--- src/spisd_pkg.sv ---
// Constants for the serial status and data register block
package spisd_pkg;
  // Register indices; byte address is four times the index
  localparam logic [7:0] IDX_CTRL_ONE = 8'h00;
  localparam logic [7:0] IDX_CTRL_TWO = 8'h01;
  localparam logic [7:0] IDX_BAUD = 8'h02;
  localparam logic [7:0] IDX_STATUS = 8'h03;
  localparam logic [7:0] IDX_DATA_HIGH = 8'h04;
  localparam logic [7:0] IDX_DATA_LOW = 8'h05;
  localparam logic [7:0] IDX_EVENT = 8'h06;
  localparam logic [7:0] IDX_MASK = 8'h07;
  localparam logic [7:0] IDX_DATA_WORD = 8'h08;
  // Status bit positions
  localparam int ST_RX_FULL = 7;
  localparam int ST_TX_EMPTY = 5;
  localparam int ST_MODE_FAULT = 4;
  // Control one / two bit positions
  localparam int C1_IRQ_EN = 7;
  localparam int C1_ENABLE = 6;
  localparam int C1_MASTER = 4;
  localparam int C2_WIDTH = 6;
  localparam int C2_FAULT_EN = 4;
  // Event bit positions
  localparam int EV_RX = 0;
  localparam int EV_TX = 1;
  localparam int EV_FAULT = 2;
  // Reset values, word lengths and engine states
  localparam logic [7:0] RST_CTRL_ONE = 8'h00;
  localparam logic [7:0] RST_CTRL_TWO = 8'h00;
  localparam logic [7:0] RST_BAUD = 8'h03;
  localparam logic [15:0] RST_DATA = 16'h0000;
  localparam logic [4:0] BITS_NARROW = 5'h08;
  localparam logic [4:0] BITS_WIDE = 5'h10;
  typedef enum logic [1:0] {ST_IDLE, ST_SHIFT} spisd_state_e;
endpackage

--- src/spisd_top.sv ---
// Serial status flags, data register and shift engine with APB access
//
// Implementation choice: register access over APB.
`timescale 1ns/1ps
module spisd_top
  import spisd_pkg::*;
(
  // Clock and reset
  input wire logic i_clock,
  input wire logic i_reset,
  // APB slave
  input wire logic i_psel,
  input wire logic i_penable,
  input wire logic i_pwrite,
  input wire logic [31:0] i_paddr,
  input wire logic [31:0] i_pwdata,
  output logic [31:0] o_prdata,
  output logic o_pready,
  output logic o_pslverr,
  // Serial link
  input wire logic i_sck,
  output logic o_sck,
  output logic o_sck_oe_n,
  input wire logic i_mosi,
  output logic o_mosi,
  output logic o_mosi_oe_n,
  input wire logic i_miso,
  output logic o_miso,
  output logic o_miso_oe_n,
  input wire logic i_slave_select_n,
  // Interrupt
  output logic o_irq
);

  function automatic logic [4:0] word_bits(input logic wide);
    word_bits = wide ? BITS_WIDE : BITS_NARROW;
  endfunction

  function automatic logic top_bit(input logic [15:0] v, input logic wide);
    top_bit = wide ? v[15] : v[7];
  endfunction

  // Bus decode
  logic [7:0] idx;
  logic mapped;
  logic acc;
  logic wr;
  logic rd;
  assign idx = i_paddr[9:2];
  assign mapped = (i_paddr[31:10] == 22'h000000) && (i_paddr[1:0] == 2'h0) && (idx <= IDX_DATA_WORD);
  assign acc = i_psel && i_penable && !o_pready && mapped;
  assign wr = acc && i_pwrite;
  assign rd = acc && !i_pwrite;

  logic [7:0] ctrl_one_q;
  logic [7:0] ctrl_two_q;
  logic [7:0] baud_q;
  logic [2:0] event_q;
  logic [2:0] mask_q;
  logic rx_full_q;
  logic tx_empty_q;
  logic fault_q;
  logic rx_arm_q;
  logic tx_arm_q;
  logic fault_arm_q;
  logic [15:0] rx_data_q;
  logic [15:0] tx_data_q;
  logic [15:0] held_q;
  logic held_valid_q;
  logic [7:0] status;
  logic wide;
  logic enabled;
  logic master;
  assign wide = ctrl_two_q[C2_WIDTH];
  assign enabled = ctrl_one_q[C1_ENABLE];
  assign master = ctrl_one_q[C1_MASTER];
  // Unassigned bits stay zero
  always_comb
  begin
    status = 8'h00;
    status[ST_RX_FULL] = rx_full_q;
    status[ST_TX_EMPTY] = tx_empty_q;
    status[ST_MODE_FAULT] = fault_q;
  end

  // Link input synchronisers
  logic sck_s1_q, sck_s2_q, sck_s3_q;
  logic mosi_s1_q, mosi_s2_q;
  logic miso_s1_q, miso_s2_q;
  logic ss_s1_q, ss_s2_q, ss_s3_q;
  always_ff @(posedge i_clock)
  begin
    if (i_reset)
    begin
      {sck_s1_q, sck_s2_q, sck_s3_q} <= 3'h0;
      {mosi_s1_q, mosi_s2_q, miso_s1_q, miso_s2_q} <= 4'h0;
      {ss_s1_q, ss_s2_q, ss_s3_q} <= 3'h7;
    end
    else
    begin
      {sck_s1_q, sck_s2_q, sck_s3_q} <= {i_sck, sck_s1_q, sck_s2_q};
      {mosi_s1_q, mosi_s2_q} <= {i_mosi, mosi_s1_q};
      {miso_s1_q, miso_s2_q} <= {i_miso, miso_s1_q};
      {ss_s1_q, ss_s2_q, ss_s3_q} <= {i_slave_select_n, ss_s1_q, ss_s2_q};
    end
  end

  // Shift engine
  spisd_state_e state_q;
  logic [15:0] shift_q;
  logic [4:0] bit_cnt_q;
  logic [7:0] div_cnt_q;
  logic sck_q;
  logic out_q;
  logic tick;
  logic fault_hit;
  logic m_start;
  logic s_start;
  logic start;
  logic word_done;
  logic slave_rise;
  logic slave_fall;
  assign tick = (div_cnt_q == 8'h00);
  assign fault_hit = enabled && master && ctrl_two_q[C2_FAULT_EN] && !ss_s2_q;
  assign m_start = enabled && master && !fault_hit && state_q == ST_IDLE && !tx_empty_q;
  assign s_start = enabled && !master && !ss_s2_q && ss_s3_q;
  assign start = m_start || s_start;
  assign slave_rise = enabled && !master && !ss_s2_q && sck_s2_q && !sck_s3_q;
  assign slave_fall = enabled && !master && !ss_s2_q && !sck_s2_q && sck_s3_q;

  always_ff @(posedge i_clock)
  begin
    if (i_reset || state_q == ST_IDLE || tick)
      div_cnt_q <= RST_BAUD;
    else
      div_cnt_q <= div_cnt_q - 8'h01;
  end

  always_comb
  begin
    word_done = 1'b0;
    if (state_q == ST_SHIFT && !fault_hit)
    begin
      if (master)
        word_done = tick && sck_q && bit_cnt_q == word_bits(wide);
      else
        word_done = slave_rise && bit_cnt_q == word_bits(wide) - 5'h01;
    end
  end

  always_ff @(posedge i_clock)
  begin
    if (i_reset)
    begin
      state_q <= ST_IDLE;
      shift_q <= RST_DATA;
      bit_cnt_q <= 5'h00;
      sck_q <= 1'b0;
      out_q <= 1'b0;
    end
    else if (fault_hit || !enabled || (!master && ss_s2_q))
    begin
      state_q <= ST_IDLE;
      bit_cnt_q <= 5'h00;
      sck_q <= 1'b0;
    end
    else if (start)
    begin
      state_q <= ST_SHIFT;
      shift_q <= tx_data_q;
      out_q <= top_bit(tx_data_q, wide);
      bit_cnt_q <= 5'h00;
    end
    else if (state_q == ST_SHIFT && master && tick)
    begin
      sck_q <= !sck_q;
      if (!sck_q)
      begin
        shift_q <= {shift_q[14:0], miso_s2_q};
        bit_cnt_q <= bit_cnt_q + 5'h01;
      end
      else if (word_done)
        state_q <= ST_IDLE;
      else
        out_q <= top_bit(shift_q, wide);
    end
    else if (state_q == ST_SHIFT && slave_rise)
    begin
      shift_q <= {shift_q[14:0], mosi_s2_q};
      bit_cnt_q <= word_done ? 5'h00 : bit_cnt_q + 5'h01;
      if (word_done)
        state_q <= ST_IDLE;
    end
    else if (state_q == ST_SHIFT && slave_fall)
      out_q <= top_bit(shift_q, wide);
  end

  // Received word, masked to the active width
  logic [15:0] rx_word;
  assign rx_word = wide ? {shift_q[14:0], mosi_s2_q} : {8'h00, shift_q[6:0], mosi_s2_q};
  logic [15:0] m_word;
  assign m_word = wide ? shift_q : {8'h00, shift_q[7:0]};
  logic [15:0] done_word;
  assign done_word = master ? m_word : rx_word;

  // Flag servicing sequences
  logic rx_service;
  logic tx_service;
  logic data_wr_low;
  logic data_wr_high;
  logic rd_low;
  logic rd_high;
  assign rd_low = rd && (idx == IDX_DATA_LOW || idx == IDX_DATA_WORD);
  assign rd_high = rd && idx == IDX_DATA_HIGH;
  assign rx_service = rd_low && rx_arm_q && rx_full_q;
  assign data_wr_low = wr && (idx == IDX_DATA_LOW || idx == IDX_DATA_WORD);
  assign data_wr_high = wr && idx == IDX_DATA_HIGH;
  assign tx_service = data_wr_low && tx_arm_q && tx_empty_q;

  always_ff @(posedge i_clock)
  begin
    if (i_reset)
    begin
      rx_arm_q <= 1'b0;
      tx_arm_q <= 1'b0;
      fault_arm_q <= 1'b0;
    end
    else if (rd && idx == IDX_STATUS)
    begin
      rx_arm_q <= rx_full_q;
      tx_arm_q <= tx_empty_q;
      fault_arm_q <= fault_q;
    end
    else
    begin
      if (rx_service)
        rx_arm_q <= 1'b0;
      if (tx_service)
        tx_arm_q <= 1'b0;
      if (wr && idx == IDX_CTRL_ONE)
        fault_arm_q <= 1'b0;
    end
  end

  // Receive side
  always_ff @(posedge i_clock)
  begin
    if (i_reset)
    begin
      rx_full_q <= 1'b0;
      rx_data_q <= RST_DATA;
      held_q <= RST_DATA;
      held_valid_q <= 1'b0;
    end
    else
    begin
      if (word_done && (!rx_full_q || rx_service))
      begin
        rx_full_q <= 1'b1;
        rx_data_q <= done_word;
      end
      else if (word_done)
      begin
        held_q <= done_word;
        held_valid_q <= 1'b1;
      end
      else if (rx_service && held_valid_q)
      begin
        rx_data_q <= held_q;
        held_valid_q <= 1'b0;
      end
      else if (rx_service)
        rx_full_q <= 1'b0;
      else if (start)
        held_valid_q <= 1'b0;
    end
  end

  // Transmit buffer; low-only wide write keeps the old high byte
  always_ff @(posedge i_clock)
  begin
    if (i_reset)
    begin
      tx_empty_q <= 1'b1;
      tx_data_q <= RST_DATA;
    end
    else
    begin
      if (tx_empty_q && data_wr_high)
        tx_data_q[15:8] <= i_pwdata[7:0];
      if (tx_empty_q && wr && idx == IDX_DATA_WORD)
        tx_data_q[15:8] <= i_pwdata[15:8];
      if (tx_empty_q && data_wr_low)
        tx_data_q[7:0] <= i_pwdata[7:0];
      if (start)
        tx_empty_q <= 1'b1;
      else if (tx_service)
        tx_empty_q <= 1'b0;
    end
  end

  // Control and mode fault; fault overrides a control one write to the master bit
  always_ff @(posedge i_clock)
  begin
    if (i_reset)
    begin
      ctrl_one_q <= RST_CTRL_ONE;
      ctrl_two_q <= RST_CTRL_TWO;
      baud_q <= RST_BAUD;
      fault_q <= 1'b0;
    end
    else
    begin
      if (wr && idx == IDX_CTRL_ONE)
        ctrl_one_q <= i_pwdata[7:0];
      if (wr && idx == IDX_CTRL_TWO)
        ctrl_two_q <= i_pwdata[7:0];
      if (wr && idx == IDX_BAUD)
        baud_q <= i_pwdata[7:0];
      if (fault_hit)
      begin
        fault_q <= 1'b1;
        ctrl_one_q[C1_MASTER] <= 1'b0;
      end
      else if (wr && idx == IDX_CTRL_ONE && fault_arm_q && fault_q)
        fault_q <= 1'b0;
    end
  end

  // Events, set wins over write-one clear
  logic [2:0] ev_set;
  assign ev_set = {fault_hit && !fault_q, start && master, word_done};
  always_ff @(posedge i_clock)
  begin
    if (i_reset)
    begin
      event_q <= 3'h0;
      mask_q <= 3'h0;
    end
    else
    begin
      if (wr && idx == IDX_EVENT)
        event_q <= (event_q & ~i_pwdata[2:0]) | ev_set;
      else
        event_q <= event_q | ev_set;
      if (wr && idx == IDX_MASK)
        mask_q <= i_pwdata[2:0];
    end
  end
  assign o_irq = ctrl_one_q[C1_IRQ_EN] && |(event_q & mask_q);

  // APB answer, one wait state
  logic [31:0] rdata;
  always_comb
  begin
    rdata = 32'h00000000;
    case (idx)
      IDX_CTRL_ONE: rdata[7:0] = ctrl_one_q;
      IDX_CTRL_TWO: rdata[7:0] = ctrl_two_q;
      IDX_BAUD: rdata[7:0] = baud_q;
      IDX_STATUS: rdata[7:0] = status;
      IDX_DATA_HIGH: rdata[7:0] = rx_data_q[15:8];
      IDX_DATA_LOW: rdata[7:0] = rx_data_q[7:0];
      IDX_EVENT: rdata[2:0] = event_q;
      IDX_MASK: rdata[2:0] = mask_q;
      IDX_DATA_WORD: rdata[15:0] = rx_data_q;
      default: rdata = 32'h00000000;
    endcase
  end

  always_ff @(posedge i_clock)
  begin
    if (i_reset)
    begin
      o_pready <= 1'b0;
      o_pslverr <= 1'b0;
      o_prdata <= 32'h00000000;
    end
    else
    begin
      o_pready <= i_psel && i_penable && !o_pready;
      o_pslverr <= i_psel && i_penable && !o_pready && !mapped;
      if (rd)
        o_prdata <= rdata;
    end
  end

  // Pin drive; slave output released while deselected
  always_ff @(posedge i_clock)
  begin
    if (i_reset)
    begin
      o_sck_oe_n <= 1'b1;
      o_mosi_oe_n <= 1'b1;
      o_miso_oe_n <= 1'b1;
    end
    else
    begin
      o_sck_oe_n <= !(enabled && master && !fault_hit);
      o_mosi_oe_n <= !(enabled && master && !fault_hit);
      // Fault keeps the slave output off until software clears it
      o_miso_oe_n <= !(enabled && !master && !ss_s2_q && !fault_q);
    end
  end
  assign o_sck = sck_q;
  assign o_mosi = out_q;
  assign o_miso = out_q;
endmodule

--- config.mk ---
export PLATFORM = sky130hd
export DESIGN_NAME = spisd_top
export DESIGN_NICKNAME = d
export VERILOG_FILES = /design/src/spisd_pkg.sv /design/src/spisd_top.sv
export SDC_FILE = /design/constraint.sdc
export NUM_CORES = 1
export LEC_CHECK = 0
export BUFFER_PORTS_ARGS = -buffer_cell sky130_fd_sc_hd__buf_2
export CAP_MARGIN = 20
export CORE_MARGIN = 3
export CORE_UTILIZATION = 62
export CTS_CLUSTER_SIZE = 12
export DETAILED_ROUTE_END_ITERATION = 12
export PLACE_DENSITY = 0.86
export SKIP_CTS_REPAIR_TIMING = 1
export SLEW_MARGIN = 30
export SYNTH_ARGS = -nofsm -noshare
export SYNTH_HDL_FRONTEND = slang
export SYNTH_SLANG_ARGS = --single-unit
export TNS_END_PERCENT = 100
--- constraint.sdc ---
create_clock -name i_clock -period 5.1 [get_ports i_clock]
set_input_delay 0.765 -clock i_clock [delete_from_list [all_inputs] [get_ports i_clock]]
set_output_delay 0.765 -clock i_clock [all_outputs]
set_load 0.01 [all_outputs]
==> results.ini, run 1 <==
[synth]
synth_cell_type_count=75
avgSynthCellArea_um2=9.05
synth_ff_type=dfxtp_1
syn_area_um2=7350
synthTopCellsByArea=dfxtp_1 40%, mux2i_1 7.2%, nor2_1 4.2%, a21oi_1 3.5%, nand3_1 2.5%
ys_warn_count=0
synth_top_area_share_pct=40.0
synth_edf_count=0
synth_top_cell_by_area=dfxtp_1
ys_ff_latch=147
yosysSeqAreaShare_pct=40.0
netlist_instances=812
async_flop_share_pct=0

[global_routing]
grt_pass1_wl_um=31800
track_usage_pct=30.4
overflow=0
antenna_found_initial=0
grt_max_degree=86
grt_pass1_vias=6250

[clock_network]
cts.sinks=147
cts_made_buffers=17
root_buffer=clkbuf_16
tritoncts=done
clk_path_buf_depth=2
clkLatencyLatePin_ps=420
cts_max_level=4
path_clk_slew_ps=60

[sta]
finalMaxSlewViolations=0
slew_headroom_pct=36.2
finalCritPeriodShare_pct=61.6
timing.hold.ws_ps=409
hold_viol_final=0
finClkSkew_ps=10.2
fin_crit_ps=3140
fin_tns_setup_ps=0
rsz0062_at_grt=false
fmax_mhz=318
finalSetupViolations=0
final.setup.worst_slack_ps=1960
tightest_slew_ps=957

[drt]
routed_wl_um=20000
drt_iter0_drc=880
avgViaCountPerCell=6.55
drc_errors=0
firstDrtPassIters=6
ant_nets=0
avgRoutedWirePerCell_um=19.8
via_count=6606

[critical_path]
critPathKind=input pin to flop
worstPathRequired_ps=5340
start_kind=input pin
crit_path_end_kind=flop
arrival_ps=3380
worstPathMaxFanout=18

[flow_run]
cap_violations=0

[floorplanning]
start_util_pct=63.8
die_h_um=115
dieArea_um2=13200
ios=114
dieWidth_um=115
placementRows=39
core-area_um2=11500

[layout]
area_growth_pct=12.3
final_common_cell=dfxtp_1
final_cell_mix=147 x dfxtp_1, 82 x nor2_1, 81 x buf_2
num-fill-cells=862
layout-drive-gt1-share_pct=21.0
insertedDiodeCount=0
final_area_um2=8260
final_nets=931

[power]
p_leak_nw=2.97
vdd_ir_drop_max_uv=306
powerDensity_nw_per_um2=307

[run_status]
status=completed

[placement]
pre_cts_slack_ps=1580
dpl_cell_area_um2=7640
post-dp-hpwl_um=13700
gp_congestion=0.953
portBuffers=81

[hold_path]
hp-class=flop to flop

==> path summary, 6_finish.rpt <==
check / startpoint / end / slack [ps] / cells past startpoint
setup / recovery: i_paddr[9] / rx_data_q[1] / 1960 / 6
hold / removal: ss_s1_q / ss_s2_q / 410 / 1
setup reg to reg: div_cnt_q[0] / held_q[4] / 2110 / 7
hold reg to reg: ss_s1_q / ss_s2_q / 410 / 1
==> synth_stat cells, types with 8 or more instances <==
library cell / number
a211oi_1: 22
a21oi_1: 52
a221oi_1: 17
a221oi_2: 10
a31oi_1: 9
buf_2: 11
buf_4: 20
clkbuf_1: 43
dfxtp_1: 147
inv_1: 30
mux2_2: 13
mux2i_1: 53
nand2_1: 26
nand3_1: 36
nand4_1: 18
nor2_1: 82
nor2b_1: 19
nor4_1: 11
o21ai_0: 20
o221ai_1: 15
o22ai_1: 8
o31ai_1: 12
or2_2: 15
==> kinds of logic after synthesis <==
group,after synthesis,share of synthesized area [%]
simple gates,266,20.6
compound gates,204,20.7
flops,147,40.0
buf+inv,113,7.28
mux,67,9.51
xor+xnor,10,1.19
fa+ha+maj,4,0.681
other cells,1,0.0510
==> layer usage <==
metal	vias up	GRT usage [%]	wire (um)	share of wire (%)
met1	3146	37.9	7980	40
li1	3074	-	-	-
met4	0	14.6	735	3.7
met3	58	7.84	1700	8.5
met2	328	49.2	9590	48
met5	-	0	0	0
==> report_power, final <==
group / total [mW] / switching, mW / internal [mW]
logic: 0.105 / 0.0702 / 0.0349
registers: 1.16 / 0.00298 / 1.15
clock network: 1.27 / 0.464 / 0.811
total: 2.54 / 0.537 / 2.00
==> flip-flops by register name, summed over array words and instances, names as in the netlist, 5 cells and up <==
name	count
held_q	16
o_prdata	16
rx_data_q	16
shift_q	16
tx_data_q	16
baud_q	8
ctrl_one_q	8
ctrl_two_q	8
div_cnt_q	8
bit_cnt_q	5
==> through the flow <==
stage	total power [mW]	instances	util, %
CTS	2.54	1008	71.6
floorplan	1.25	827	-
detailed placement	1.28	977	66.4
global placement	1.28	976	66.2
finish	2.54	1009	71.7
global route	2.60	1009	71.7
==> area by class of cell <==
| class | instances | area (um2) | share of cell area, % |
|---|---|---|---|
| clock inverters | 11 | 161 | 1.95 |
| flip-flops and latches | 147 | 2940 | 35.6 |
| clock buffers | 20 | 437 | 5.29 |
| multi-input cells | 567 | 3950 | 47.8 |
| inverters | 31 | 116 | 1.41 |
| repair buffers | 90 | 477 | 5.77 |
| well taps | 143 | 179 | 2.17 |
==> critical path: stages <==
cell,delay [ps]
buf_2,110
or4_4,630
nor4_4,560
nand4_4,370
nand2_1,750
a221oi_1,180
Note: power is estimated with default switching activity, not from simulation.
==> inputs of run 2 (changes only) <==
Settings changed: CORE_UTILIZATION 62 to 57, PLACE_DENSITY 0.86 to 0.8.
Clock period 5.1 ns to 2.9 ns, I/O delays scaled along.
==> run 2 against run 1 <==
Setup slack worse by 1800 ps. Sequential cell count stayed put. Design area is 2.6% higher. Sequential power is 75% higher. Critical path depth is 2 higher. Power is 76% higher. First-iteration DRC count is 29% lower. Combinational power is 83% higher. Routed wire length is 3.8% higher. Global-route usage is 1.5 points lower. Core utilization is 2.9 points lower. Critical path type is now flop to flop. Highest routed layer unchanged.
==> results.ini, run 2 (synthesis results as in run 1) <==
[layout]
insertedDiodeCount=0  ; unchanged
final_cell_mix=147 x dfxtp_1, 82 x nor2_1, 80 x buf_2  ; was 147 x dfxtp_1, 82 x nor2_1, 81 x buf_2
area_growth_pct=15.2  ; was 12.3%
final_common_cell=dfxtp_1  ; unchanged
multi_input_area_um2=3930  ; was 3950 um2
area.sequential_um2=2940  ; unchanged
layout-drive-gt1-share_pct=23.2  ; was 21.0%
num-fill-cells=963  ; was 862
final_nets=956  ; was 931

[placement]
post-dp-hpwl_um=14500  ; was 13700 um
gp_congestion=0.922  ; was 0.953
pre_cts_slack_ps=161  ; was 1580 ps
portBuffers=81  ; unchanged

[drt]
ant_nets=0  ; unchanged
avgRoutedWirePerCell_um=19.6  ; was 19.8 um
drc_errors=0  ; unchanged
firstDrtPassIters=5  ; was 6
routed_wl_um=20800  ; was 20000 um
drt_iter0_drc=625  ; was 880
avgViaCountPerCell=6.41  ; was 6.55
via_count=6798  ; was 6606

[critical_path]
worstPathMaxFanout=24  ; was 18
path_delay_family=simple AND/OR/NAND/NOR gates  ; unchanged
cp_slowest_cell=or3b_2  ; was nand2_1
worstPathRequired_ps=3240  ; was 5340 ps
cp_slowest_stage_delay_ps=510  ; was 750 ps
rrSetupSlack_ps=180  ; was 2110 ps
critPathKind=flop to flop  ; was input pin to flop
arrival_ps=3050  ; was 3380 ps
start_kind=flop  ; was input pin
path_cells=inv_1 > ha_1 > or3b_2 > or3_4 > o31ai_4 > buf_4 > mux2_2 > a221oi_1  ; was buf_2 > or4_4 > nor4_4 > nand4_4 > nand2_1 > a221oi_1
crit_path_end_kind=flop  ; unchanged
path_buf_inv=2  ; was 1

[floorplanning]
ios=114  ; unchanged
placementRows=40  ; was 39
dieArea_um2=14300  ; was 13200 um2
start_util_pct=59.7  ; was 63.8%
dieWidth_um=120  ; was 115 um
core-area_um2=12300  ; was 11500 um2
die_h_um=120  ; was 115 um

[clock_network]
cts_max_level=4  ; unchanged
cts_made_buffers=17  ; unchanged
cts.sinks=147  ; unchanged
path_clk_slew_ps=60  ; about the same
clk_path_buf_depth=2  ; unchanged
clkLatencyLatePin_ps=430  ; was 420 ps
root_buffer=clkbuf_16  ; unchanged
tritoncts=done  ; unchanged

[hold_path]
hp-class=input pin to flop  ; was flop to flop

[power]
powerDensity_nw_per_um2=527  ; was 307 nW/um2
vdd_ir_drop_max_uv=465  ; was 306 uV
p_leak_nw=3.08  ; was 2.97 nW

[sta]
finalSetupViolations=0  ; unchanged
final.setup.worst_slack_ps=182  ; was 1960 ps
slew_headroom_pct=51.1  ; was 36.2%
finalCritPeriodShare_pct=93.7
finClkSkew_ps=7.96  ; was 10.2 ps
fin_crit_ps=2720
rsz0062_at_grt=false  ; unchanged
timing.hold.ws_ps=186  ; was 409 ps
finalMaxSlewViolations=0  ; unchanged
fmax_mhz=368
tightest_slew_ps=733  ; was 957 ps
fin_tns_setup_ps=0  ; unchanged
hold_viol_final=0  ; unchanged

[global_routing]
overflow=0  ; unchanged
track_usage_pct=28.9  ; was 30.4%
antenna_found_initial=0  ; unchanged
grt_pass1_vias=6656  ; was 6250
grt_max_degree=49  ; was 86
grt_pass1_wl_um=33200  ; was 31800 um

[flow_run]
cap_violations=0  ; unchanged

[run_status]
status=completed  ; unchanged

[run 2: cell types whose count changed in the layout (fill, tap and decap cells not counted), moves of 2 or more]
cell and delta:
bufinv_16 -2, clkbuf_1 -2, buf_4 +27, clkinv_4 +3
clkinv_2 -5, clkinvlp_4 +3, clkbuf_8 +4
[run 2: final timing paths]
kind | from | depth (start not counted) | endpoint
max | div_cnt_q[1] | 8 | rx_data_q[1]
min | i_slave_select_n | 2 | ss_s1_q
max reg2reg | div_cnt_q[1] | 8 | rx_data_q[1]
min reg2reg | div_cnt_q[0] | 1 | div_cnt_q[0]
[run 2: metrics by stage]
stage / utilization (%) / cells / cell area (um2) / total power [mW]
floorplan: - / 827 / 7410 / 2.20
global placement: 63.9 / 1028 / 7860 / 2.26
detailed placement: 63.9 / 1028 / 7860 / 2.26
CTS: 68.8 / 1060 / 8470 / 4.46
global route: 68.8 / 1060 / 8470 / 4.57
finish: 68.8 / 1060 / 8470 / 4.46
[run 2: layer usage]
layer	GRT usage (%)	vias to the layer above	share of wire (%)
li1	-	3106	-
met1	34.7	3249	39
met2	48.4	379	49
met3	6.74	64	8.3
met4	14.8	0	3.6
met5	0	-	0
[run 2: power by group]
group	internal (mW)	switching [mW]	leakage (nW)
sequential	2.03	0.00499	1.19
clock	1.36	0.874	0.285
combinational	0.0648	0.127	1.61
total	3.46	1.01	3.08
[run 2: layout make-up]
cell class	count	area share, %
Inverter	31	1.37
Multi-Input combinational cell	567	46.4
Sequential cell	147	34.7
Tap cell	168	2.48
Clock inverter	10	1.48
Clock buffer	22	5.72
Timing Repair Buffer	115	7.83
